==> src/design/pin_mux_pkg.sv <==
// package: register map, field layout, reset values and state types of the data pin mux
package pin_mux_pkg;

  // widths of the data path and of the pin bundle
  localparam int WORD_W = 16;
  localparam int LINES = 3;
  localparam int SYNC_W = 20;

  // register offsets on the bus (byte addresses, low eight bits decoded)
  localparam logic [7:0] OFS_CTRL = 8'h00;
  localparam logic [7:0] OFS_DATA = 8'h04;
  localparam logic [7:0] OFS_STATUS = 8'h08;
  localparam logic [7:0] OFS_CHAIN = 8'h0C;

  // control register fields and reset value
  localparam int CTRL_LINK_EN = 0;
  localparam logic CTRL_LINK_EN_RESET = 1'b1;

  // status register field positions
  localparam int STAT_SERIAL = 0;
  localparam int STAT_BYTE = 1;
  localparam int STAT_SEL = 2;
  localparam int STAT_CHAIN = 5;
  localparam int STAT_HBE = 6;
  localparam int STAT_BUF_FREE = 7;
  localparam int STAT_BUF_AVAIL = 8;
  localparam int STAT_FRAME = 9;

  // positions of the pin levels inside the synchroniser vector
  localparam int SY_CS = 16;
  localparam int SY_RD = 17;
  localparam int SY_SPS = 18;
  localparam int SY_WB = 19;

  // data pin roles
  localparam int DB_SEL_A = 0;
  localparam int DB_CHAIN_C = 3;
  localparam int DB_CHAIN_A = 5;
  localparam int DB_SCLK = 6;
  localparam int DB_BIT7 = 7;
  localparam int DB_DOUT_A = 8;

  // synchroniser reset: select strobes idle high so nothing drives after reset
  localparam logic [SYNC_W-1:0] SYNC_RESET = 20'h3_0000;

  // drive value and enable of the sixteen data pins
  typedef struct packed {
    logic [WORD_W-1:0] out;
    logic [WORD_W-1:0] oe;
  } pad_drive_t;

  // one word with its valid flag
  typedef struct packed {
    logic valid;
    logic [WORD_W-1:0] data;
  } word_slot_t;

  // role of the pin group
  typedef enum logic [1:0] {
    LINK_PAR,
    LINK_SER_WAIT,
    LINK_SER_FRAME
  } link_state_t;

  // two-entry buffer state: head feeds the reader directly
  typedef struct packed {
    word_slot_t head;
    word_slot_t tail;
  } buf_state_t;

  localparam buf_state_t BUF_RESET = '0;

  // whole state of the pin mux
  typedef struct packed {
    logic [SYNC_W-1:0] sync1;
    logic [SYNC_W-1:0] sync2;
    logic sclk_prev;
    logic cs_prev;
    logic rd_prev;
    link_state_t link;
    logic byte_half;
    logic [LINES-1:0][WORD_W-1:0] shreg;
    logic [WORD_W-1:0] chain_word;
    logic link_en;
    logic data_phase;
    logic ph_write;
    logic [7:0] ph_addr;
    logic hreadyout;
    logic hresp;
    logic [31:0] hrdata;
    pad_drive_t pad;
  } mux_state_t;

  localparam mux_state_t MUX_RESET = '{
    sync1: SYNC_RESET, sync2: SYNC_RESET, cs_prev: 1'b1, rd_prev: 1'b1,
    link: LINK_PAR, link_en: CTRL_LINK_EN_RESET, hreadyout: 1'b1,
    shreg: '0, chain_word: '0, ph_addr: '0, hrdata: '0, pad: '0,
    sclk_prev: 1'b0, byte_half: 1'b0, data_phase: 1'b0, ph_write: 1'b0, hresp: 1'b0
  };

endpackage

==> src/design/word_buffer.sv <==
// two-entry word buffer with valid and ready on both sides
`timescale 1ns/10ps
`default_nettype none
module word_buffer (
  // clock and reset
  input wire logic hclk,
  input wire logic hresetn,
  // filling side
  input wire pin_mux_pkg::word_slot_t in_word,
  output logic in_ready,
  // draining side
  output pin_mux_pkg::word_slot_t out_word,
  input wire logic out_ready
);
  import pin_mux_pkg::*;

  buf_state_t st;
  buf_state_t st_next;

  // head is the output register, so the reader never sees a mux path
  always_comb begin
    st_next = st;
    if (out_ready && st.head.valid) begin
      st_next.head = st.tail;
      st_next.tail.valid = 1'b0;
    end
    // a push is refused only while the tail holds a word
    if (in_word.valid && !st.tail.valid) begin
      if (!st_next.head.valid) begin
        st_next.head = in_word;
      end else begin
        st_next.tail = in_word;
      end
    end
  end

  // state register
  always_ff @(posedge hclk or negedge hresetn) begin
    if (!hresetn) begin
      st <= BUF_RESET;
    end else begin
      st <= st_next;
    end
  end

  assign in_ready = !st.tail.valid;
  assign out_word = st.head;

endmodule // word_buffer
`default_nettype wire

==> src/design/adc_data_pin_function_mux.sv <==
// shared data pin function mux of the converter host interface, with an ahb-lite register slave
//
// Summary of operation
// - A low serial/parallel select picks the parallel interface and a high one the serial one.
// - In parallel word mode every shared data pin is a three-state output bit with no serial role.
// - Parallel outputs drive only while chip select and read are both low; serial hosts hold read low.
// - In serial mode the output-C select pin enables serial output C when 1 and keeps it off when 0.
// - In serial mode with select A at 1, data bit 8 becomes serial output A and shifts results out.
// - In serial mode with select B at 1, data bit 9 becomes serial output B.
// - In serial mode with select C at 1, data bit 10 becomes serial output C.
// - In serial mode with chain enable at 1, data bits 3, 4 and 5 are chain inputs C, B and A.
// - In serial mode data bit 6 is the serial clock input that clocks out the read transfer.
// - In parallel word mode data bit 7 stays an ordinary data bit.
// - In parallel byte mode bit 7 picks high byte first when high, low byte first when low.
// - In serial mode bit 7 is the chain enable, high selecting daisy-chain operation.
//
// Our own choices: the AHB-Lite register port and the register offsets.
`timescale 1ns/10ps
`default_nettype none
module adc_data_pin_function_mux (
  // clock and reset
  input wire logic hclk,
  input wire logic hresetn,
  // ahb-lite slave
  input wire logic hsel,
  input wire logic [31:0] haddr,
  input wire logic [1:0] htrans,
  input wire logic hwrite,
  input wire logic [2:0] hsize,
  input wire logic [31:0] hwdata,
  input wire logic hready,
  output logic hreadyout,
  output logic hresp,
  output logic [31:0] hrdata,
  // interface pins from the host
  input wire logic serial_parallel_select,
  input wire logic word_byte_select,
  input wire logic cs_n,
  input wire logic rd_n,
  // shared data pins
  input wire logic [15:0] db_in,
  output logic [15:0] db_out,
  output logic [15:0] db_oe
);
  import pin_mux_pkg::*;

  mux_state_t st;
  mux_state_t n;

  // buffer between the bus and the pins
  word_slot_t bf_in;
  word_slot_t bf_out;
  logic bf_in_ready;
  logic pop;
  logic push;

  // synchronised pin levels, always read from the second flip-flop
  logic [WORD_W-1:0] db_s;
  logic cs_s;
  logic rd_s;
  logic ser_s;
  logic wb_s;
  logic sclk_s;
  logic cs_fall;
  logic rd_rise;
  logic sclk_fall;
  logic chain_en;
  logic [LINES-1:0] sel;
  logic drive_par;
  logic [WORD_W-1:0] head_word;
  logic [31:0] status_word;
  logic [31:0] read_value;

  assign db_s = st.sync2[WORD_W-1:0];
  assign cs_s = st.sync2[SY_CS];
  assign rd_s = st.sync2[SY_RD];
  assign ser_s = st.sync2[SY_SPS];
  assign wb_s = st.sync2[SY_WB];
  assign sclk_s = db_s[DB_SCLK];
  assign chain_en = ser_s && db_s[DB_BIT7];
  assign sel = db_s[DB_SEL_A +: LINES];

  // edges found by the system clock; the 400 ns link clock gives eight samples a period
  assign cs_fall = st.cs_prev && !cs_s;
  assign rd_rise = !st.rd_prev && rd_s;
  assign sclk_fall = st.sclk_prev && !sclk_s;

  // an empty buffer reads as zero rather than stale data
  assign head_word = bf_out.valid ? bf_out.data : '0;

  // status register contents
  always_comb begin
    status_word = '0;
    status_word[STAT_SERIAL] = ser_s;
    status_word[STAT_BYTE] = !ser_s && wb_s;
    status_word[STAT_SEL +: LINES] = ser_s ? sel : '0;
    status_word[STAT_CHAIN] = chain_en;
    status_word[STAT_HBE] = !ser_s && wb_s && db_s[DB_BIT7];
    status_word[STAT_BUF_FREE] = bf_in_ready;
    status_word[STAT_BUF_AVAIL] = bf_out.valid;
    status_word[STAT_FRAME] = (st.link == LINK_SER_FRAME);
  end

  // register read mux; unmapped offsets read as zero
  always_comb begin
    case (st.ph_addr)
      OFS_CTRL: read_value = {31'h0000_0000, st.link_en};
      OFS_STATUS: read_value = status_word;
      OFS_CHAIN: read_value = {16'h0000, st.chain_word};
      default: read_value = 32'h0000_0000;
    endcase
  end

  // next state: pins, link roles, bus slave and pad drive
  always_comb begin
    n = st;
    pop = 1'b0;
    push = 1'b0;
    drive_par = 1'b0;
    // two-flop synchroniser for every pin input
    n.sync1 = {word_byte_select, serial_parallel_select, rd_n, cs_n, db_in};
    n.sync2 = st.sync1;
    n.sclk_prev = sclk_s;
    n.cs_prev = cs_s;
    n.rd_prev = rd_s;

    // role of the pin group
    case (st.link)
      LINK_PAR: begin
        if (ser_s) begin
          n.link = LINK_SER_WAIT;
          n.byte_half = 1'b0;
        end else if (rd_rise && !cs_s) begin
          // a word leaves after one word read or after its second byte
          if (!wb_s || st.byte_half) begin
            pop = bf_out.valid;
            n.byte_half = 1'b0;
          end else begin
            n.byte_half = 1'b1;
          end
        end
      end
      LINK_SER_WAIT: begin
        if (!ser_s) begin
          n.link = LINK_PAR;
        end else if (cs_fall) begin
          // each enabled line starts its frame with the head word, msb first
          n.link = LINK_SER_FRAME;
          pop = bf_out.valid;
          for (int i = 0; i < LINES; i++) begin
            n.shreg[i] = head_word;
          end
        end
      end
      LINK_SER_FRAME: begin
        if (!ser_s) begin
          n.link = LINK_PAR;
        end else if (cs_s) begin
          // line a ends the frame holding what the chain shifted in
          n.link = LINK_SER_WAIT;
          n.chain_word = st.shreg[0];
        end else if (sclk_fall) begin
          // line i takes chain input a, b, c from pins 5, 4, 3
          for (int i = 0; i < LINES; i++) begin
            n.shreg[i] = {st.shreg[i][WORD_W-2:0], chain_en && db_s[DB_CHAIN_A - i]};
          end
        end
      end
      default: begin
        n.link = LINK_PAR;
      end
    endcase

    // bus data phase; the slave always inserts at least one wait state
    if (st.data_phase) begin
      if (st.ph_write) begin
        if (st.ph_addr == OFS_DATA) begin
          // a full buffer holds the bus until a word drains
          if (bf_in_ready) begin
            push = 1'b1;
            n.data_phase = 1'b0;
            n.hreadyout = 1'b1;
          end
        end else begin
          if (st.ph_addr == OFS_CTRL) begin
            n.link_en = hwdata[CTRL_LINK_EN];
          end
          n.data_phase = 1'b0;
          n.hreadyout = 1'b1;
        end
      end else begin
        n.hrdata = read_value;
        n.data_phase = 1'b0;
        n.hreadyout = 1'b1;
      end
    end else if (hsel && htrans[1] && hready) begin
      n.data_phase = 1'b1;
      n.ph_write = hwrite;
      n.ph_addr = haddr[7:0];
      n.hreadyout = 1'b0;
    end

    // pad drive, registered so the pins never see a combinational glitch
    n.pad = '0;
    if (st.link_en && n.link == LINK_PAR && !cs_s && !rd_s) begin
      drive_par = 1'b1;
    end
    if (drive_par) begin
      if (!wb_s) begin
        n.pad.oe = '1;
        n.pad.out = head_word;
      end else begin
        // byte mode uses the upper eight lines; bit 7 is an input here
        n.pad.oe[15:8] = 8'hFF;
        if (db_s[DB_BIT7] ^ st.byte_half) begin
          n.pad.out[15:8] = head_word[15:8];
        end else begin
          n.pad.out[15:8] = head_word[7:0];
        end
      end
    end else if (st.link_en && n.link == LINK_SER_FRAME) begin
      // serial outputs only on selected lines; the rest stay released
      for (int i = 0; i < LINES; i++) begin
        n.pad.oe[DB_DOUT_A + i] = sel[i];
        n.pad.out[DB_DOUT_A + i] = n.shreg[i][WORD_W-1];
      end
    end
  end

  // state register
  always_ff @(posedge hclk or negedge hresetn) begin
    if (!hresetn) begin
      st <= MUX_RESET;
    end else begin
      st <= n;
    end
  end

  // buffer feeding the pins; its ready stalls bus writes to the data register
  assign bf_in = '{valid: push, data: hwdata[WORD_W-1:0]};

  word_buffer u_buffer (
    .hclk(hclk),
    .hresetn(hresetn),
    .in_word(bf_in),
    .in_ready(bf_in_ready),
    .out_word(bf_out),
    .out_ready(pop)
  );

  // outputs straight from the state register
  assign hreadyout = st.hreadyout;
  assign hresp = st.hresp;
  assign hrdata = st.hrdata;
  assign db_out = st.pad.out;
  assign db_oe = st.pad.oe;
endmodule // adc_data_pin_function_mux
`default_nettype wire

==> config.mk <==
export PLATFORM = sky130hd
export DESIGN_NAME = adc_data_pin_function_mux
export DESIGN_NICKNAME = d
export VERILOG_FILES = /design/src/design/pin_mux_pkg.sv /design/src/design/word_buffer.sv /design/src/design/adc_data_pin_function_mux.sv
export SDC_FILE = /design/constraint.sdc
export NUM_CORES = 1
export LEC_CHECK = 0
export BUFFER_PORTS_ARGS = -buffer_cell sky130_fd_sc_hd__buf_2
export CAP_MARGIN = 20
export CELL_PAD_IN_SITES_DETAIL_PLACEMENT = 1
export CELL_PAD_IN_SITES_GLOBAL_PLACEMENT = 1
export CORE_MARGIN = 2
export CORE_UTILIZATION = 40
export CTS_BUF_LIST = sky130_fd_sc_hd__clkbuf_8
export DETAILED_ROUTE_END_ITERATION = 8
export HOLD_SLACK_MARGIN = 0.12
export PLACE_DENSITY_LB_ADDON = 0.2
export SLEW_MARGIN = 20
export SYNTH_ARGS = -nofsm -noshare
export SYNTH_HDL_FRONTEND = slang
export SYNTH_SLANG_ARGS = --single-unit
==> constraint.sdc <==
create_clock -name hclk -period 2.2 [get_ports hclk]
set_input_delay 0.55 -clock hclk [delete_from_list [all_inputs] [get_ports hclk]]
set_output_delay 0.55 -clock hclk [all_outputs]
set_load 0.01 [all_outputs]
==> metrics, run 1 <==
#FFs+latches synth 177; Worst Path Required 2.55 ns; share of the yosys chip area belonging to registers 57.8%; Pwr Total 6.63 mW; clk root buf clkbuf_8; MaxCap Viol Count 0; filler cell count in the final layout 2052; reg2reg start st[143]; Post-synth top flop dfrtp_1; Sink Count 177; Layout Cells excl Fill 976; later-pin clock latency in the skew report 0.46 ns; Worst Hold End n[163]; final period utilization 97.0%; Avg WL per Cell 19.5 um; Slew Limit Headroom 60.4%; Final nets 827; flop2flop setup slack 0.07 ns; Worst Setup End Kind flip-flop; drt via density 5.38; DP Worst Slack -0.0219 ns; multi-input logic area 0.00268 mm^2; Placer Congestion 0.847; drt pass-1 iters 5; fmax 468 MHz; pin count of the biggest net entering global routing 60; DP Area 0.00817 mm^2; total global-route track usage 19.8%; total CTS buffers 17; post-synthesis instance total 674; number of global-route vias before repair 5615; initial antenna violation count 0; Design Area, Final 0.00866 mm^2; Final min period 2.13 ns; fraction of layout cells with a size suffix above 1 29.5%; Final setup viols 0; Die Y 143 um; routed length on met3 802 um; hold depth 1; CP arrival 2.48 ns; Power Dens Cells 765 mW/mm^2; # IOs 160; worst setup margin 0.0653 ns; r2r worst-path depth 9; initial cell density of the core 40.9%; crit path launch st[143]; Reg area 0.00444 mm^2; Crit Path Class reg2reg; Core Area 0.0188 mm^2; Inserted Diodes 0; CTS clk-pin slew, worst paths 0.09 ns; CTS H-Tree Depth 4; skew final 0.00962 ns; Cell variety after synth 49; first-pass GRT wire length 31100 um; placed cells 939; port bufs 90; area leader, netlist dfrtp_1; Yosys top cell area share 55.1%; Post-synth EDFFs 0; syn avg cell area 11.4 um^2; worst min path class in2reg; met1 wire length 8890 um; status complete, no violations; Bufs on Longest Clock Path 2; Final Hold Fails 0; Netlist Area Pre-Place 0.00768 mm^2; GRT overflow 0; min-delay src cs_n; max-slew violation count 0; max layer used met4; post-synthesis async set-or-reset flop share 100%; Post-route DRC 0; Routed met2 length 9030 um; FP Rows 50; DIE WIDTH 143 um; DIE AREA 0.0203 mm^2; worst vdd ir 0.378 mV; Crit Path Max Fanout 8; layout overhead on the synthesized area 12.8%; hpwl dp 13100 um; Synth Warn # 0; final WL 19000 um; critical path launch point type flip-flop; Starting DRT DRC Count 464; Leak Pwr 4.18 nW; Vias 5255; Antenna Nets Post-Route 0; synth top area cells dfrtp_1 (55%), buf_4 (6.5%), mux2_2 (6.0%), a22oi_1 (4.6%), o21ai_0 (4.0%); worst r2r dst db_out[1]; CTS tree done; Worst-Margin Slew 0.594 ns
cells in the mapped netlist, types with 6 or more instances:
cell type  number
mux2i_1        27
a32o_1          6
and2_1         10
dfstp_2         8
dfrtp_1       169
nand2b_1        6
clkbuf_1       28
o31ai_1         6
inv_1          11
buf_2           7
nand2_1        69
nor2_1         28
mux2_2         41
a22oi_1        47
buf_4          66
o21ai_0        62
a21oi_1        24
worst max-delay path by stage:
| stage | end | cells past startpoint |
|---|---|---|
| after floorplan | u_buffer.out_word[10] | 8 |
| after detailed placement | db_out[13] | 7 |
| after CTS | db_out[1] | 9 |
| final | db_out[1] | 9 |
| after global placement | db_out[11] | 7 |
| after global routing | db_out[3] | 9 |
layer usage:
metal,vias up,global-route usage [%]
met3,22,3.43
met2,140,31.1
li1,2394,-
met1,2699,28.1
met4,0,6.15
met5,-,0
worst max-delay path: stages, from the launching register on:
cell and delay, ns:
dfrtp_1 0.42, inv_2 0.12, ha_4 0.16, nand4b_1 0.21
a221oi_2 0.41, or3_1 0.20, buf_6 0.13, nor4_2 0.04
buf_4 0.17, and2_1 0.16
logic make-up (layout without fill, tap and decap cells):
group,after synthesis,after routing,synth area share (%)
AND/OR/NAND/NOR,145,145,9.28
adder cells (fa/ha/maj),4,4,0.652
multiplexers,68,68,9.53
XOR/XNOR,1,1,0.114
buffers and inverters,113,165,8.96
AO/OA/AOI/OAI,165,165,13.6
flip-flops,177,177,57.8
other,1,17,0.0488
stage by stage:
step | hold WS [ns] | TNS (ns) | util, %
global route | 0.152 | -0.138 | 46.2
finish | 0.188 | 0 | 46.2
floorplan | 0.254 | 0 | -
detailed placement | 0.339 | -0.0282 | 43.6
CTS | 0.160 | 0 | 45.7
global placement | 0.336 | 0 | 43.6
cells in the final DEF (no fill, tap or decap), drive strengths merged, types with 8 or more instances in the layout:
cell	n
dfstp	8
dfrtp	169
and2	10
a22oi	47
inv	15
nand2	70
mux2i	27
conb	17
clkbuf	18
mux2	41
a21oi	24
o21ai	62
buf	121
nor2	28
area by class of cell:
class,count,share of cell area [%]
timing repair buffer,122,9.56
multi-input combinational,400,31.0
tap,234,3.38
inverter,11,0.477
clock buffer,18,2.86
sequential,177,51.2
clock inverter,14,1.52
sequential cells by signal (all words and copies together), names as in the netlist, 5 cells and up:
| register | flops |
|---|---|
| db_out | 16 |
| u_buffer.st | 17 |
| hrdata | 16 |
| db_s | 8 |
| u_buffer.out_word | 17 |
| st | 82 |
| n | 13 |
| db_oe | 5 |
what timing repair did:
item | in CTS | in global routing
setup buffers | 0 | 4
pin swaps | 2 | 3
hold buffers | 1 | 0
resized for setup | 2 | 12
endpoints found under the hold margin | 49 | 0
setup endpoints to repair | 16 | 85
power by group:
group | switching [mW] | internal, mW | total, mW
Clock | 1.24 | 0.940 | 2.18
Sequential | 0.202 | 3.40 | 3.60
Combinational | 0.489 | 0.355 | 0.844
No activity file was read; power rests on OpenSTA's default activity.
==> inputs of run 2 (changes only) <==
- RECOVER_POWER: default -> 25
==> run 2 against run 1 <==
Setup slack worse by 0.0068 ns. Sequential share of layout area up 0.089 points. Via count grew 0.34%. Routed wire length is essentially flat. Critical path depth unchanged. Clock skew about the same. Combinational power down 0.5%. Utilization fell by 0.080 points. Fmax shrank 0.32%. Clock-buffer cell count unchanged. Final area fell by 0.17%. Critical path type unchanged. Critical endpoint unchanged. Largest power group unchanged.
==> metrics, run 2 (synthesized netlist as in run 1, its figures left out) <==
most frequent cells in the layout dfrtp_1 (168), buf_2 (89), nand2_1 (69); total CTS buffers 17 (unchanged); filler cell count in the final layout 2054 (+0.097%); Worst Setup End Kind flip-flop; worst min path class in2reg; worst vdd ir 0.379 mV (+0.14%); multi-input logic area 0.00268 mm^2 (unchanged); final WL 19000 um (about the same); FP Rows 50 (unchanged); Slew Limit Headroom 58.8% (-1.6 points); number of global-route vias before repair 5615 (unchanged); # IOs 160 (unchanged); Largest Register st; Final Hold Fails 0 (unchanged); CTS clk-pin slew, worst paths 0.09 ns (about the same); Vias 5273 (+0.34%); Placer Congestion 0.847 (unchanged); M3 GR Usage 3.43% (unchanged); most common cell after layout, fill and taps aside dfrtp_1; GR peak layer met2; Reg area 0.00444 mm^2 (unchanged); Avg WL per Cell 19.5 um (about the same); Worst Path Required 2.55 ns (about the same); Power Dens Cells 766 mW/mm^2 (+0.19%); Comb power frac 12.7% (about the same); fmax 467 MHz (-0.32%); pin count of the biggest net entering global routing 60 (unchanged); DIE WIDTH 143 um (unchanged); grt met1 use 28.1% (unchanged); port bufs 90 (unchanged); placed cells 939 (unchanged); Final nets 827 (unchanged); Worst-Margin Slew 0.617 ns (+0.0236 ns); CTS tree done; status complete, no violations; max-slew violation count 0 (unchanged); Layout Cells excl Fill 976 (unchanged); Hold Slack 0.182 ns (-0.00594 ns); Crit Path Class reg2reg; Leak Pwr 4.18 nW (-0.14%); Clk pwr share 33.0% (about the same); initial cell density of the core 40.9% (unchanged); sequential power share 54.3% (about the same); Sw Ratio 29.2% (+0.061 points); skew final 0.00953 ns (-0.0000869 ns); Final min period 2.14 ns (+0.00684 ns); drt pass-1 iters 5 (unchanged); met2 GRT Util 31.1% (unchanged); Inserted Diodes 0 (unchanged); Die Y 143 um (unchanged); CTS H-Tree Depth 4 (unchanged); CP arrival 2.49 ns (about the same); initial antenna violation count 0 (unchanged); critical path launch point type flip-flop; drt via density 5.40 (+0.34%); Starting DRT DRC Count 466 (+0.43%); later-pin clock latency in the skew report 0.46 ns (about the same); Antenna Nets Post-Route 0 (unchanged); Crit Path Max Fanout 8 (unchanged); DIE AREA 0.0203 mm^2 (unchanged); Bufs on Longest Clock Path 2 (unchanged); layout overhead on the synthesized area 12.6%; Core Area 0.0188 mm^2 (unchanged); P_int 4.69 mW (about the same); fraction of layout cells with a size suffix above 1 29.4% (-0.13 points); Post-route DRC 0 (unchanged); first-pass GRT wire length 31100 um (unchanged); NetSw 1.94 mW (+0.23%); Final setup viols 0 (unchanged); Sink Count 177 (unchanged); MaxCap Viol Count 0 (unchanged); GRT overflow 0 (unchanged); hpwl dp 13100 um (unchanged); max reg flops 82 (unchanged); total global-route track usage 19.8% (unchanged); clk root buf clkbuf_8; final period utilization 97.3% (+0.31 points)
[run 2: cell types whose count changed in the layout (fill, tap and decap cells not counted)]
cell	previous run	this run
dfstp_1	0	1
buf_12	10	9
clkbuf_2	0	1
dfstp_2	8	7
[run 2: area by class of cell]
class                   instances  share of cell area, %
flip-flops and latches        177                   51.3
multi-input cells             400                   31.0
repair buffers                122                   9.40
well taps                     234                   3.38
clock buffers                  18                   2.86
clock inverters                14                   1.52
inverters                      11                  0.477
[run 2: worst paths after layout]
path / startpoint / to / slack (ns) / cells past startpoint
min in group asynchronous: hresetn / n[166] / 0.64 / 2
max in group asynchronous: hresetn / st[123] / 0.54 / 3
max reg2reg: st[143] / db_out[1] / 0.06 / 9
max: st[143] / db_out[1] / 0.06 / 9
min: cs_n / n[163] / 0.18 / 1
min reg2reg: n[154] / db_s[7] / 0.36 / 0
[run 2: timing repair]
| action | 4_1_cts | 5_1_grt |
|---|---|---|
| endpoints found under the setup margin | 16 | 85 |
| pin swaps | 2 | 3 |
| buffers inserted | 0 | 4 |
| hold endpoints to repair | 49 | 0 |
| gates resized for setup | 2 | 12 |
| hold buffers | 1 | 0 |
[run 2: stage by stage]
step	instance area [um^2]	total power, mW	TNS, ns	setup slack (ns)	utilization, %
after global placement	8170	4.37	0	0.115	43.6
after global routing	8650	6.94	-0.137	-0.0206	46.1
after CTS	8570	6.62	0	0.0171	45.7
after floorplan	7740	4.04	0	0.0595	-
after detailed placement	8170	4.43	-0.0282	-0.0219	43.6
final	8650	6.63	0	0.0585	46.1
[run 2: critical path: stages (launching register included)]
cell and delay [ns]:
dfrtp_1 0.42, inv_2 0.13, ha_4 0.16, nand4b_1 0.21, a221oi_2 0.41, or3_1 0.20, buf_6 0.13, nor4_2 0.04
buf_4 0.17, and2_1 0.16
[run 2: power groups by stage]
| stage | clock network, mW | registers, mW | logic, mW |
|---|---|---|---|
| 6_report | 2.19 | 3.60 | 0.840 |
| 5_1_grt | 2.39 | 3.62 | 0.927 |
| 4_1_cts | 2.25 | 3.59 | 0.777 |
| 3_5_place_dp | 0 | 3.66 | 0.771 |
| 3_3_place_gp | 0 | 3.65 | 0.718 |
| 2_1_floorplan | 0 | 3.55 | 0.493 |
[run 2: routing by layer]
| metal | up-vias | wire, um |
|---|---|---|
| met4 | 0 | 267 |
| li1 | 2393 | - |
| met1 | 2713 | 8970 |
| met3 | 23 | 754 |
| met2 | 144 | 9000 |
| met5 | - | 0 |
==> inputs of run 3 (changes only) <==
--- a/config.mk
+++ b/config.mk
@@ -7,2 +7,3 @@
 export LEC_CHECK = 0
+export ABC_CLOCK_PERIOD_IN_PS = 2200
 export BUFFER_PORTS_ARGS = -buffer_cell sky130_fd_sc_hd__buf_2
==> constraint.sdc (replaced) <==
create_clock -name hclk -period 2.2 [get_ports hclk]
set_input_delay 0.11 -clock hclk [delete_from_list [all_inputs] [get_ports hclk]]
set_output_delay 0.11 -clock hclk [all_outputs]
set_load 0.01 [all_outputs]
==> run 3 against run 2 <==
Clock power grew 2%. Worst hold slack gained 0.080 ns. Non-clock buffer count grew 35. Critical endpoint is now db_out[7]. Largest cell class unchanged. Highest routed layer unchanged.
==> metrics, run 3 (synthesized netlist as in run 1, its figures left out) <==
hpwl dp 12500 um (-4.4%); drt via density 5.29 (-2.1%); MaxCap Viol Count 0 (unchanged); Sink Count 177 (unchanged); max incr delay on CP 0.45 ns (+0.03 ns); Crit Path Max Fanout 8 (unchanged); Reg area 0.00444 mm^2 (about the same); Hold Slack 0.262 ns (+0.0799 ns); Leak Pwr 4.31 nW (+3.2%); DIE WIDTH 143 um (unchanged); post-layout util 47.8% (+1.8 points); final WL 19000 um (-0.23%); Power Dens Cells 750 mW/mm^2 (-2.2%); first-pass GRT wire length 30400 um (-2.1%); CTS tree done; DP Area 0.00814 mm^2 (-0.46%); initial antenna violation count 0 (unchanged); Post-route DRC 0 (unchanged); critical path, cell by cell buf_4 > ha_1 > o21bai_2 > buf_4 > o31ai_2 > buf_4 > nor4_2 > buf_4 > and2_1; max-slew violation count 0 (unchanged); Most common cell on crit path buf_4; RSZ-0062 raised after global routing true; skew final 0.0137 ns (+0.00413 ns); critical path launch point type flip-flop; Largest Register st; Pwr Total 6.73 mW (+1.5%); Worst path top cell family by delay buffers and inverters; final period utilization 97.5% (+0.15 points); worst setup margin 0.0553 ns (-0.00321 ns); layout overhead on the synthesized area 16.9%; CTS clk-pin slew, worst paths 0.10 ns (about the same); total CTS buffers 17 (unchanged); Avg WL per Cell 18.7 um (-3.7%); total buffers and inverters traversed by the critical path 4 (+1); Worst Setup End Kind flip-flop; Slew Limit Headroom 17.3% (-41 points); port bufs 90 (unchanged); DIE AREA 0.0203 mm^2 (unchanged); Placer Congestion 0.782 (-7.7%); Crit Path Class reg2reg; filler cell count in the final layout 2039 (-0.73%); CP arrival 2.50 ns (about the same); fmax 466 MHz (-0.15%); worst min path class in2reg; Inserted Diodes 0 (unchanged); most frequent cells in the layout dfrtp_1 (169), buf_2 (88), nand2_1 (69); Worst Path Required 2.56 ns (about the same); slowest CP cell dfrtp_1; CTS H-Tree Depth 4 (unchanged); DP Worst Slack -0.0380 ns (-0.0160 ns); Vias 5347 (+1.4%); multi-input logic area 0.00269 mm^2 (+0.19%); Final min period 2.14 ns (+0.00321 ns); worst vdd ir 0.401 mV (+6.0%); initial cell density of the core 40.9% (unchanged); Bufs on Longest Clock Path 2 (unchanged); total global-route track usage 19.6% (-0.23 points); Starting DRT DRC Count 403 (-14%); fraction of layout cells with a size suffix above 1 28.1% (-1.3 points); status complete, no violations; number of global-route vias before repair 5528 (-1.5%); Final nets 862 (+4.2%); GRT overflow 0 (unchanged); Core Area 0.0188 mm^2 (unchanged); later-pin clock latency in the skew report 0.47 ns (about the same); Worst-Margin Slew 1.24 ns (+0.622 ns); Die Y 143 um (unchanged); pin count of the biggest net entering global routing 48 (-20%); Design Area, Final 0.00898 mm^2 (+3.8%); GR peak layer met2; clk root buf clkbuf_8; max reg flops 82 (unchanged); Final setup viols 0 (unchanged); drt pass-1 iters 4 (-1); met2 GRT Util 31.1% (unchanged); most common cell after layout, fill and taps aside dfrtp_1; Antenna Nets Post-Route 0 (unchanged); # IOs 160 (unchanged); M3 GR Usage 3.84% (+0.40 points); Final Hold Fails 0 (unchanged); FP Rows 50 (unchanged); grt met1 use 27.4% (-0.74 points)
[run 3: cell types whose count changed in the layout (fill, tap and decap cells not counted), sizes merged]
cell and change:
dlygate4sd3 +37, buf -3, clkinv -3, inv +4
[run 3: area by class of cell]
type / count / share of cell area [%]
repair buffers: 157 / 12.6
flip-flops and latches: 177 / 49.4
clock inverters: 15 / 1.66
inverters: 11 / 0.460
clock buffers: 17 / 2.61
well taps: 234 / 3.26
multi-input cells: 400 / 29.9
[run 3: what timing repair did]
item / CTS / global route
pin swaps: 0 / 2
buffers inserted: 0 / 2
endpoints found under the hold margin: 230 / 0
hold buffers: 38 / 0
gates resized for setup: 1 / 12
setup endpoints to repair: 8 / 55
[run 3: final timing paths]
path / from / end / slack, ns / cells past startpoint
worst max-delay path: st[142] / db_out[7] / 0.06 / 9
worst min-delay path: hready / st[75] / 0.26 / 3
worst max register to register: st[142] / db_out[7] / 0.06 / 9
worst min register to register: n[150] / db_s[3] / 0.35 / 0
max in group asynchronous: hresetn / st[127] / 0.74 / 3
min in group asynchronous: hresetn / n[166] / 0.45 / 2
[run 3: power by group]
part           switching (mW)  internal, mW  leakage, nW  total, mW
logic                   0.506         0.396         1.79      0.902
clock network            1.30         0.930        0.184       2.23
registers               0.198          3.40         2.34       3.60
[run 3: layer usage]
layer,part of all wire [%],routed length [um]
met1,47,8990
met2,48,9060
met3,3.5,660
met4,1.3,240
met5,0,0
[run 3: per-stage QoR]
stage               setup TNS [ns]  cells
floorplan                        0    690
finish                           0   1011
detailed placement          -0.104    939
CTS                              0   1009
global route                -0.454   1011
global placement                 0    939
[run 3: worst reg2reg max path, stage by stage (launching register included)]
cell and delay, ns:
dfrtp_1 0.45, buf_4 0.17, ha_1 0.18, o21bai_2 0.20, buf_4 0.16, o31ai_2 0.29
buf_4 0.21, nor4_2 0.05, buf_4 0.17, and2_1 0.17
